### src/otg_consts.svh
`ifndef OTG_CONSTS_SVH
`define OTG_CONSTS_SVH
// register byte offsets
`define OTG_REG_CFG 12'h000
`define OTG_REG_TORQ 12'h004
`define OTG_REG_CMD 12'h008
`define OTG_REG_STAT 12'h00c
`define OTG_REG_OUTSEL 12'h010
// cfg field positions
`define OTG_CFG_FWD_EN 0
`define OTG_CFG_REV_EN 1
`define OTG_CFG_STOP_LO 4
`define OTG_CFG_STOP_HI 5
`define OTG_CFG_WARN_EN 8
// cfg reset: both limits used, stop method 0, warning off
`define OTG_CFG_RST 32'h0000_0003
// emergency stop torque, percent of rated
`define OTG_TORQ_RST 10'h320
`define OTG_TORQ_MAX 10'h320
// cmd bits
`define OTG_CMD_CLEAR 0
`define OTG_CMD_RESTART 1
// general purpose output count and reset selection
`define OTG_NUM_GPO 3
`define OTG_OUTSEL_RST 2'h0
// warning code for the status register
`define OTG_WARN_CODE 12'h9a0
`endif

### src/otg_pkg.sv
package otg_pkg;
  typedef enum logic [1:0] {
    OTG_STOP_COAST,
    OTG_STOP_DECEL_CLAMP,
    OTG_STOP_DECEL_COAST
  } otg_stop_type;
  typedef enum logic [1:0] {
    OTG_RUN,
    OTG_DECEL,
    OTG_COASTING,
    OTG_CLAMPED
  } otg_state_type;
  // motion commands toward the current loop
  typedef struct packed {
    logic fwd_block;
    logic rev_block;
    logic decel;
    logic coast;
    logic clamp;
    logic [9:0] torque_pct;
  } otg_drive_type;
endpackage

### src/otg_top.sv
`timescale 1ns/1ns
`default_nettype none
`include "otg_consts.svh"
// Function
// - forward limit inactive blocks forward motion
// - reverse limit inactive blocks reverse motion
// - motion away from tripped limit allowed
// - forward limit usable or ignored
// - reverse limit usable or ignored
// - stop method coast, decel clamp, decel coast
// - zero clamp holds zero position reference
// - torque control coasts from run or decel; a stop already clamped stays clamped
// - estop torque 0 to 800, reset 800
// - estop torque saturated at motor maximum
// - latch warning on trip while powered
// - warning enable off by default, immediate
// - warning only for reference direction side
// - no reference: either limit warns
// - no warning with motor power off
// - power-on into existing overtravel no warning
// - clear command always accepted
// - after clear, rearm only after overtravel ends
// - software limit excess also warns
// - warning only reports, blocks nothing
// - stop processing despite unreached target
// - warning on selected general output
module otg_top import otg_pkg::*; (
  // clock and reset
  input wire logic sys_clk,
  input wire logic sys_rst,
  // axi4-lite write address
  input wire logic [11:0] s_axi_awaddr,
  input wire logic s_axi_awvalid,
  output logic s_axi_awready,
  // axi4-lite write data
  input wire logic [31:0] s_axi_wdata,
  input wire logic [3:0] s_axi_wstrb,
  input wire logic s_axi_wvalid,
  output logic s_axi_wready,
  // axi4-lite write response
  output logic [1:0] s_axi_bresp,
  output logic s_axi_bvalid,
  input wire logic s_axi_bready,
  // axi4-lite read address
  input wire logic [11:0] s_axi_araddr,
  input wire logic s_axi_arvalid,
  output logic s_axi_arready,
  // axi4-lite read data
  output logic [31:0] s_axi_rdata,
  output logic [1:0] s_axi_rresp,
  output logic s_axi_rvalid,
  input wire logic s_axi_rready,
  // limit switch pins, high means motion allowed
  input wire logic fwd_limit_in,
  input wire logic rev_limit_in,
  // drive status
  input wire logic motor_power_on,
  input wire logic torque_mode,
  input wire logic motor_stopped,
  input wire logic ref_fwd,
  input wire logic ref_rev,
  input wire logic soft_limit_hit,
  input wire logic [9:0] motor_max_torque_pct,
  // drive commands and outputs
  output otg_drive_type drive_out,
  output logic [`OTG_NUM_GPO-1:0] gpo_out
);

  // synchroniser stages
  logic [2:0] fwd_sync_q;
  logic [2:0] rev_sync_q;
  logic fwd_ok_q;
  logic rev_ok_q;
  // registers
  logic [31:0] cfg_q;
  logic [9:0] torq_q;
  logic [1:0] outsel_q;
  logic fwd_en_q;
  logic rev_en_q;
  otg_stop_type stop_q;
  logic restart_q;
  logic clear_q;
  // supervision
  otg_state_type state_q;
  logic warn_q;
  logic armed_q;
  logic pwr_q;
  logic fwd_ot;
  logic rev_ot;
  logic any_ot;
  logic ot_event;
  logic [9:0] torq_sat;
  logic [11:0] aw_q;
  logic aw_have_q;
  logic [31:0] w_q;
  logic [3:0] ws_q;
  logic w_have_q;
  logic wr_fire;
  logic [31:0] rd_d;

  // three stages; change counted when stages two and three agree
  always_ff @(posedge sys_clk) begin
    if (sys_rst) begin
      fwd_sync_q <= 3'h7;
      rev_sync_q <= 3'h7;
      fwd_ok_q <= 1'b1;
      rev_ok_q <= 1'b1;
    end else begin
      fwd_sync_q <= {fwd_sync_q[1:0], fwd_limit_in};
      rev_sync_q <= {rev_sync_q[1:0], rev_limit_in};
      if (fwd_sync_q[1] == fwd_sync_q[2]) fwd_ok_q <= fwd_sync_q[2];
      if (rev_sync_q[1] == rev_sync_q[2]) rev_ok_q <= rev_sync_q[2];
    end
  end

  // overtravel flags, ignored limits never trip
  assign fwd_ot = fwd_en_q && !fwd_ok_q;
  assign rev_ot = rev_en_q && !rev_ok_q;
  assign any_ot = fwd_ot || rev_ot || soft_limit_hit;

  // axi write channel capture, address and data in either order
  assign s_axi_awready = !aw_have_q && !s_axi_bvalid;
  assign s_axi_wready = !w_have_q && !s_axi_bvalid;
  assign wr_fire = aw_have_q && w_have_q && !s_axi_bvalid;
  assign s_axi_bresp = 2'h0;
  always_ff @(posedge sys_clk) begin
    if (sys_rst) begin
      aw_have_q <= 1'b0;
      w_have_q <= 1'b0;
      aw_q <= 12'h000;
      w_q <= 32'h0000_0000;
      ws_q <= 4'h0;
      s_axi_bvalid <= 1'b0;
    end else begin
      if (s_axi_awvalid && s_axi_awready) begin
        aw_have_q <= 1'b1;
        aw_q <= s_axi_awaddr;
      end
      if (s_axi_wvalid && s_axi_wready) begin
        w_have_q <= 1'b1;
        w_q <= s_axi_wdata;
        ws_q <= s_axi_wstrb;
      end
      if (wr_fire) begin
        aw_have_q <= 1'b0;
        w_have_q <= 1'b0;
        s_axi_bvalid <= 1'b1;
      end else if (s_axi_bready) begin
        s_axi_bvalid <= 1'b0;
      end
    end
  end

  // register writes; unmapped addresses are accepted and dropped
  always_ff @(posedge sys_clk) begin
    if (sys_rst) begin
      cfg_q <= `OTG_CFG_RST;
      torq_q <= `OTG_TORQ_RST;
      outsel_q <= `OTG_OUTSEL_RST;
      clear_q <= 1'b0;
      restart_q <= 1'b0;
    end else begin
      clear_q <= 1'b0;
      restart_q <= 1'b0;
      if (wr_fire) begin
        case (aw_q[11:2])
          10'(`OTG_REG_CFG >> 2): begin
            if (ws_q[0]) cfg_q[7:0] <= w_q[7:0];
            if (ws_q[1]) cfg_q[15:8] <= w_q[15:8];
          end
          10'(`OTG_REG_TORQ >> 2): begin
            // out of range values are clipped to the legal top
            if (ws_q[0] && ws_q[1]) begin
              if (w_q[15:0] > 16'(`OTG_TORQ_MAX)) torq_q <= `OTG_TORQ_MAX;
              else torq_q <= w_q[9:0];
            end
          end
          10'(`OTG_REG_CMD >> 2): begin
            if (ws_q[0]) begin
              clear_q <= w_q[`OTG_CMD_CLEAR];
              restart_q <= w_q[`OTG_CMD_RESTART];
            end
          end
          10'(`OTG_REG_OUTSEL >> 2): begin
            if (ws_q[0]) outsel_q <= w_q[1:0];
          end
          default: begin
          end
        endcase
      end
    end
  end

  // start-up copies of limit and stop settings
  always_ff @(posedge sys_clk) begin
    if (sys_rst) begin
      fwd_en_q <= 1'b1;
      rev_en_q <= 1'b1;
      stop_q <= OTG_STOP_COAST;
    end else if (restart_q) begin
      fwd_en_q <= cfg_q[`OTG_CFG_FWD_EN];
      rev_en_q <= cfg_q[`OTG_CFG_REV_EN];
      // code 3 is undefined; treated as plain coast
      case (cfg_q[`OTG_CFG_STOP_HI:`OTG_CFG_STOP_LO])
        2'h1: stop_q <= OTG_STOP_DECEL_CLAMP;
        2'h2: stop_q <= OTG_STOP_DECEL_COAST;
        default: stop_q <= OTG_STOP_COAST;
      endcase
    end
  end

  // stop sequencer; no target-reached input is consulted at all
  always_ff @(posedge sys_clk) begin
    if (sys_rst) begin
      state_q <= OTG_RUN;
    end else begin
      case (state_q)
        OTG_RUN: begin
          if ((fwd_ot && ref_fwd) || (rev_ot && ref_rev)) begin
            if (torque_mode || stop_q == OTG_STOP_COAST) state_q <= OTG_COASTING;
            else state_q <= OTG_DECEL;
          end
        end
        OTG_DECEL: begin
          if (torque_mode) state_q <= OTG_COASTING;
          else if (motor_stopped) begin
            if (stop_q == OTG_STOP_DECEL_CLAMP) state_q <= OTG_CLAMPED;
            else state_q <= OTG_COASTING;
          end
        end
        default: begin
          // leave the stop once the reference turns away or the limit clears
          if (!((fwd_ot && ref_fwd) || (rev_ot && ref_rev))) state_q <= OTG_RUN;
        end
      endcase
    end
  end

  // torque is the smaller of setting and motor maximum
  assign torq_sat = (torq_q > motor_max_torque_pct) ? motor_max_torque_pct : torq_q;

  // drive command register
  always_ff @(posedge sys_clk) begin
    if (sys_rst) begin
      drive_out <= '0;
    end else begin
      drive_out.fwd_block <= fwd_ot;
      drive_out.rev_block <= rev_ot;
      drive_out.decel <= (state_q == OTG_DECEL);
      drive_out.coast <= (state_q == OTG_COASTING);
      drive_out.clamp <= (state_q == OTG_CLAMPED);
      drive_out.torque_pct <= torq_sat;
    end
  end

  // warning detection: direction qualified trip while powered
  assign ot_event = (fwd_ot && (ref_fwd || !ref_rev))
    || (rev_ot && (ref_rev || !ref_fwd))
    || soft_limit_hit;
  always_ff @(posedge sys_clk) begin
    if (sys_rst) begin
      warn_q <= 1'b0;
      armed_q <= 1'b0;
      pwr_q <= 1'b0;
    end else begin
      pwr_q <= motor_power_on;
      // rearm only while powered and clear of overtravel
      if (!any_ot) armed_q <= motor_power_on;
      else if (!motor_power_on) armed_q <= 1'b0;
      if (cfg_q[`OTG_CFG_WARN_EN] && motor_power_on && pwr_q && armed_q && ot_event) begin
        warn_q <= 1'b1;
        armed_q <= 1'b0;
      end else if (clear_q) begin
        warn_q <= 1'b0;
      end
    end
  end

  // warning routed to one output; drive commands ignore it
  genvar gi;
  generate
    for (gi = 0; gi < `OTG_NUM_GPO; gi = gi + 1) begin : g_gpo
      always_ff @(posedge sys_clk) begin
        if (sys_rst) gpo_out[gi] <= 1'b0;
        else gpo_out[gi] <= warn_q && (outsel_q == 2'(gi + 1));
      end
    end
  endgenerate

  // read mux
  always_comb begin
    rd_d = 32'h0000_0000;
    case (s_axi_araddr[11:2])
      10'(`OTG_REG_CFG >> 2): rd_d = {16'h0000, cfg_q[15:0]};
      10'(`OTG_REG_TORQ >> 2): rd_d = {22'h000000, torq_q};
      // code in the top bits, live status in the low nine
      10'(`OTG_REG_STAT >> 2): rd_d = {`OTG_WARN_CODE, 11'h000, state_q, warn_q, rev_ot, fwd_ot,
        stop_q, rev_en_q, fwd_en_q};
      10'(`OTG_REG_OUTSEL >> 2): rd_d = {30'h00000000, outsel_q};
      default: rd_d = 32'h0000_0000;
    endcase
  end

  // read channel, one cycle after address taken
  assign s_axi_arready = !s_axi_rvalid;
  always_ff @(posedge sys_clk) begin
    if (sys_rst) begin
      s_axi_rvalid <= 1'b0;
      s_axi_rdata <= 32'h0000_0000;
      s_axi_rresp <= 2'h0;
    end else if (s_axi_arvalid && s_axi_arready) begin
      s_axi_rvalid <= 1'b1;
      s_axi_rdata <= rd_d;
      s_axi_rresp <= 2'h0;
    end else if (s_axi_rready) begin
      s_axi_rvalid <= 1'b0;
    end
  end

endmodule // otg_top
`default_nettype wire

### config.mk
export PLATFORM = sky130hd
export DESIGN_NAME = otg_top
export DESIGN_NICKNAME = d
export VERILOG_FILES = /design/src/otg_pkg.sv /design/src/otg_top.sv
export VERILOG_INCLUDE_DIRS = /design/src /design/src/src
export SDC_FILE = /design/constraint.sdc
export NUM_CORES = 1
export LEC_CHECK = 0
export BUFFER_PORTS_ARGS = -buffer_cell sky130_fd_sc_hd__buf_4
export CORE_MARGIN = 5
export CORE_UTILIZATION = 57
export CTS_BUF_LIST = sky130_fd_sc_hd__clkbuf_8
export CTS_CLUSTER_SIZE = 8
export DETAILED_ROUTE_END_ITERATION = 7
export PLACE_DENSITY = 0.92
export SETUP_SLACK_MARGIN = 0.05
export SLEW_MARGIN = 20
export SYNTH_ARGS = -nofsm -noshare
export SYNTH_HDL_FRONTEND = slang
export SYNTH_SLANG_ARGS = --single-unit
### constraint.sdc
create_clock -name sys_clk -period 3.95 [get_ports sys_clk]
set_input_delay 0.5925 -clock sys_clk [delete_from_list [all_inputs] [get_ports sys_clk]]
set_output_delay 0.5925 -clock sys_clk [all_outputs]
set_load 0.05 [all_outputs]
=== Yosys cells after proc, flatten, opt, wreduce, memory -nomap -nowiden ===
Cells that the tools add are included.

* Order comparisons: 2
* Equal/unequal tests: 21
* Multiplexer cells: 19
* Bitwise logic cells: 3
* Reductions and logical operators: 52

{| class="wikitable"
|+ Operators with widths
! cell !! number
|-
| one-hot mux 32 bit (4 select lines) || 1
|-
| logical AND 1 bit || 21
|-
| == test 10 x 1 -> 1 bit (second input constant) || 2
|-
| == test 10 x 2 -> 1 bit (second input constant) || 2
|-
| == test 10 x 3 -> 1 bit (second input constant) || 2
|-
| logical NOT 10 bit || 2
|-
| two-way mux 10 bit || 2
|-
| greater-than comparator 16 x 10 -> 1 bit (second input constant) || 1
|-
| AND reduction 3 bit || 5
|-
| == test 2 bit (second input constant) || 5
|-
| greater-than comparator 10 bit || 1
|-
| two-way mux 2 bit || 5
|-
| two-way mux 1 bit || 9
|-
| == test 2 x 1 -> 1 bit (second input constant) || 4
|-
| logical NOT 1 bit || 8
|-
| logical OR 1 bit || 8
|-
| one-hot mux 2 bit (2 select lines) || 2
|-
| nonzero test 2 bit || 3
|-
| logical NOT 2 bit || 2
|-
| inequality test 2 bit (second input constant) || 2
|-
| OR reduction 2 bit || 2
|-
| OR reduction 4 bit || 1
|-
| inequality test 3 x 1 -> 1 bit (second input constant) || 1
|-
| inequality test 3 bit (second input constant) || 1
|-
| other kinds (2) || 5
|}

* Register bits: 131
* Output and inout bits: 59
* Word-level logic and storage cells: 131

=== Depth between registers and ports, before layout ===
* Depth after elaboration: 7
* Gate-level depth with buffers: 8
* Depth with buffers taken out: 7

=== Least setup slack after synthesis ===
No wires, ideal clock.

* Path kind: register -> register
* Start: reg s_axi_bvalid
* End: reg w_q[10]
* Setup time: 71 ps
* Data arrival time: 2222 ps
* Data required time: 3879 ps
* Setup slack: 1658 ps
* Cell stages (with the launch flop): 7
* Path buffers: 2
* Clock period less this slack: 2292 ps
* Path through: dfxtp_1 nor2_1 and2_1 clkbuf_1 buf_1 nand2_1 a21oi_1

* Longest elaborated chain between the ends: 3

{| class="wikitable"
|+ Ends and longest elaborated chain
! what !! line !! source
|-
| from (decl) || otg_top.sv:42 || <nowiki>output logic s_axi_bvalid,</nowiki>
|-
| from (signal assigned) || otg_top.sv:133 || <nowiki>s_axi_bvalid <= 1'b0;</nowiki>
|-
| from (signal assigned) || otg_top.sv:147 || <nowiki>s_axi_bvalid <= 1'b1;</nowiki>
|-
| from (signal assigned) || otg_top.sv:149 || <nowiki>s_axi_bvalid <= 1'b0;</nowiki>
|-
| logical NOT 1 bit || otg_top.sv:123 || <nowiki>assign s_axi_wready = !w_have_q && !s_axi_bvalid;</nowiki>
|-
| logical AND 1 bit || otg_top.sv:123 ||
|-
| net s_axi_wready || otg_top.sv:39 || <nowiki>output logic s_axi_wready,</nowiki>
|-
| logical AND 1 bit || otg_top.sv:139 || <nowiki>if (s_axi_wvalid && s_axi_wready) begin</nowiki>
|-
| to (signal assigned) || otg_top.sv:141 || <nowiki>w_q <= s_axi_wdata;</nowiki>
|-
| to (decl) || otg_top.sv:95 || <nowiki>logic [31:0] w_q;</nowiki>
|}

The timed path passes the listed nets, and every way through them passes these cells.
A chain may end at the register's enable or synchronous reset.

=== Worst setup path after layout ===
* Start: reg torq_q[9]
* End: reg drive_out[0] (netlist bit)

* Longest elaborated chain between the ends: 2

{| class="wikitable"
|+ Ends and longest elaborated chain
! what !! line !! source
|-
| from (decl) || otg_top.sv:76 || <nowiki>logic [9:0] torq_q;</nowiki>
|-
| from (signal assigned) || otg_top.sv:158 || <nowiki>torq_q <= `OTG_TORQ_RST;</nowiki>
|-
| from (signal assigned) || otg_top.sv:174 || <nowiki>if (w_q[15:0] > 16'(`OTG_TORQ_MAX)) torq_q <= `OTG_TORQ_MAX;</nowiki>
|-
| from (signal assigned) || otg_top.sv:175 || <nowiki>else torq_q <= w_q[9:0];</nowiki>
|-
| greater-than comparator 10 bit || otg_top.sv:240 || <nowiki>assign torq_sat = (torq_q > motor_max_torque_pct) ? motor_max_torque_pct : torq_q;</nowiki>
|-
| two-way mux 10 bit || otg_top.sv:240 ||
|-
| to (decl) || otg_top.sv:65 || <nowiki>output otg_drive_type drive_out,</nowiki>
|}

No other way between the ends.

==> metrics <==
outcome finished clean; input/output buffers 105; CP delay by family, top compound AO/OA/AOI/OAI gates; Main synth FF type dfxtp_1; area of the multi-input gates 0.00231 mm^2; Vias 4258; switch share 27.9%; logic gate share of total power 11.8%; Setup CP Type reg -> reg; Cell Area, Synth 0.00483 mm^2; Place WS 1.18 ns; main combinational cell family by area after synthesis simple AND/OR/NAND/NOR gates; Layout Cells excl Fill 753; cell depth of the worst setup path 6; Filler cells 568; Routed WL 12200 um; CP max-delay cell a211oi_2; wire per inst 16.2 um; Post-Place Cells 721; Post-CTS Resized 0; worst path cell trace ha_1 > nand2_1 > nor3_1 > a211oi_1 > a211oi_2 > mux2i_1; Synth-to-Final Area Change 23.9%; half-perimeter wire length after placement 8350 um; gp weighted congestion 0.845; sequential area share after synthesis 47.2%; Psw 727 uW; Starting Density 58.5%; post-synth top area share 47.2%; area share of fa/ha/maj cells after synthesis 2.59%; Residual DRC 0; vias in the first global route 4182; final cycle utilization of the critical path 62.3%; RSZ-0062 raised after global routing false; min cycle time layout 2.46 ns; setup ws final 1.49 ns; async set-reset flop share out of synthesis 0%; leading area contributor after synthesis dfxtp_1; hold path cells 2; Worst path max stage delay 0.91 ns; Hold Buf Count CTS 0; Max Slew Vio Count 0; total setup buffers inserted after CTS 0; skew final 0.0122 ns; global-route congestion overflow total 0; Die Wd 102 um; TritonCTS clock tree done; Fmax achieved 0.406 GHz; Simple-Gate Fraction of Synth Area 22.5%; Post-DRT Antenna Nets 0; Die Height 102 um; Final setup viols 0; clock network fraction of design power 41.7%; final count of hold timing violations 0; nature of the critical path startpoint register; Ys Warns 0; Arrival @ worst endpoint 2.80 ns; R2R cell count 6; Hold Path Class in -> reg; CTS max path bufs 2; Peak VDD IR 0.224 mV; Flop pwr share 46.4%; Site Rows 33; XOR/XNOR Fraction of Synth Area 0%; clk_lat worst skew 0.43 ns; share of layout cells above drive strength 1 23.5%; largest net degree at the start of global routing 83; number of synthesized flops with an enable pin 0; Top Ports 144; Tot GR Track Use 23.7%; DRT iter0 DRCs 301; root buffer selected by CTS clkbuf_8; Max-slew headroom 29.0%; core region area 0.00826 mm^2; Setup crit end kind register; post-synthesis mux area share 7.46%; CP max FO 10; top-count cell post-synth dfxtp_1; WP buf/inv 0; via density per instance 5.65; die footprint 0.0104 mm^2; PD cells 435 mW/mm^2; FF+latch area 0.00228 mm^2; # diodes 0; Layout Nets 730; Int Power 1880 uW; first-pass GRT wire length 19300 um; Critical Path RT 4.29 ns; Post-Syn Instances 539; hold_ws 0.340 ns; total CTS buffers 17; total number of H-tree levels 4; compound-cell area share of the yosys netlist 13.6%; synthesized flop and latch total 114; Leak 0.00262 uW; top cells by instance count after synthesis dfxtp_1, nand2_1, nor2_1; Cell variety after synth 50; sum of negative setup slack 0 ns; Detailed Routing Iterations Pass 1 5; synthesized area per cell 8.97 um^2; CTS clk-pin slew, worst paths 0.08 ns; Least-Margin Pin Slew 1.06 ns; initial antenna violation count 0; Clock Sinks 114; max-cap violations 0; largest cells by area after synthesis dfxtp_1, mux2i_1, nand2_1, a21oi_1, nor2_1; Tot Pwr 2610 uW
[stage by stage]
step,area [um^2],util [%]
after floorplan,4890,-
after global placement,5580,67.5
after detailed placement,5580,67.5
after CTS,5980,72.4
after global routing,5990,72.5
final,5990,72.5
[placed cells by master, fill, tap and decap left out, types with 14 or more instances in the layout]
master and instances:
nor2_1 49, clkbuf_8 18, inv_1 19, conb_1 16, o22ai_1 14, nand2b_1 27, mux2i_1 36, nand2_1 73
dfxtp_1 114, buf_4 106, a21oi_1 39
[layer usage]
layer	track usage (%)	vias up	part of all wire [%]
met3	6.69	44	8.9
met1	27.6	1982	39
met5	0	-	0
li1	-	2023	-
met4	11.9	0	3.4
met2	40.0	209	49
[area by class of cell]
cell class                 count  area share [%]
clock inverter                14            2.53
inverter                      19            1.19
clock buffer                  18            4.14
timing repair buffer         106            13.3
sequential                   114            38.1
tap                          105            2.19
multi-input combinational    377            38.6
[registers in the layout, indices dropped and copies added (netlist names), 2 cells and up]
| signal | count |
|---|---|
| gpo_out | 3 |
| cfg_q | 16 |
| state_q | 2 |
| w_q | 16 |
| ws_q | 2 |
| aw_q | 10 |
| s_axi_rdata | 17 |
| stop_q | 2 |
| fwd_sync_q | 3 |
| torq_q | 10 |
| drive_out | 15 |
| rev_sync_q | 3 |
| outsel_q | 2 |
[final timing paths]
path	start	slack, ns	end
worst max-delay path	torq_q[9]$_SDFFE_PP1P_	1.49	drive_out[0]$_SDFF_PP0_
worst min-delay path	fwd_limit_in	0.34	fwd_sync_q[0]$_SDFF_PP1_
worst max register to register	torq_q[9]$_SDFFE_PP1P_	1.49	drive_out[0]$_SDFF_PP0_
worst min register to register	rev_sync_q[0]$_SDFF_PP1_	0.42	rev_sync_q[1]$_SDFF_PP1_
[cell families (layout without fill, tap and decap cells)]
family / Yosys count / count (layout)
AOI/OAI and AO/OA: 102 / 102
adders and majority gates: 10 / 10
buffers and inverters: 63 / 157
DFF: 114 / 114
muxes: 36 / 36
other: 1 / 16
and+or+nand+nor: 213 / 213
[power by group through the flow]
stage / clock network [uW] / logic (uW) / registers, uW
final: 1090 / 308 / 1210
after global routing: 1160 / 333 / 1210
after CTS: 1100 / 307 / 1210
after detailed placement: 0 / 303 / 1240
after global placement: 0 / 295 / 1230
after floorplan: 0 / 190 / 1260
Note: power is estimated with default switching activity, not from simulation.
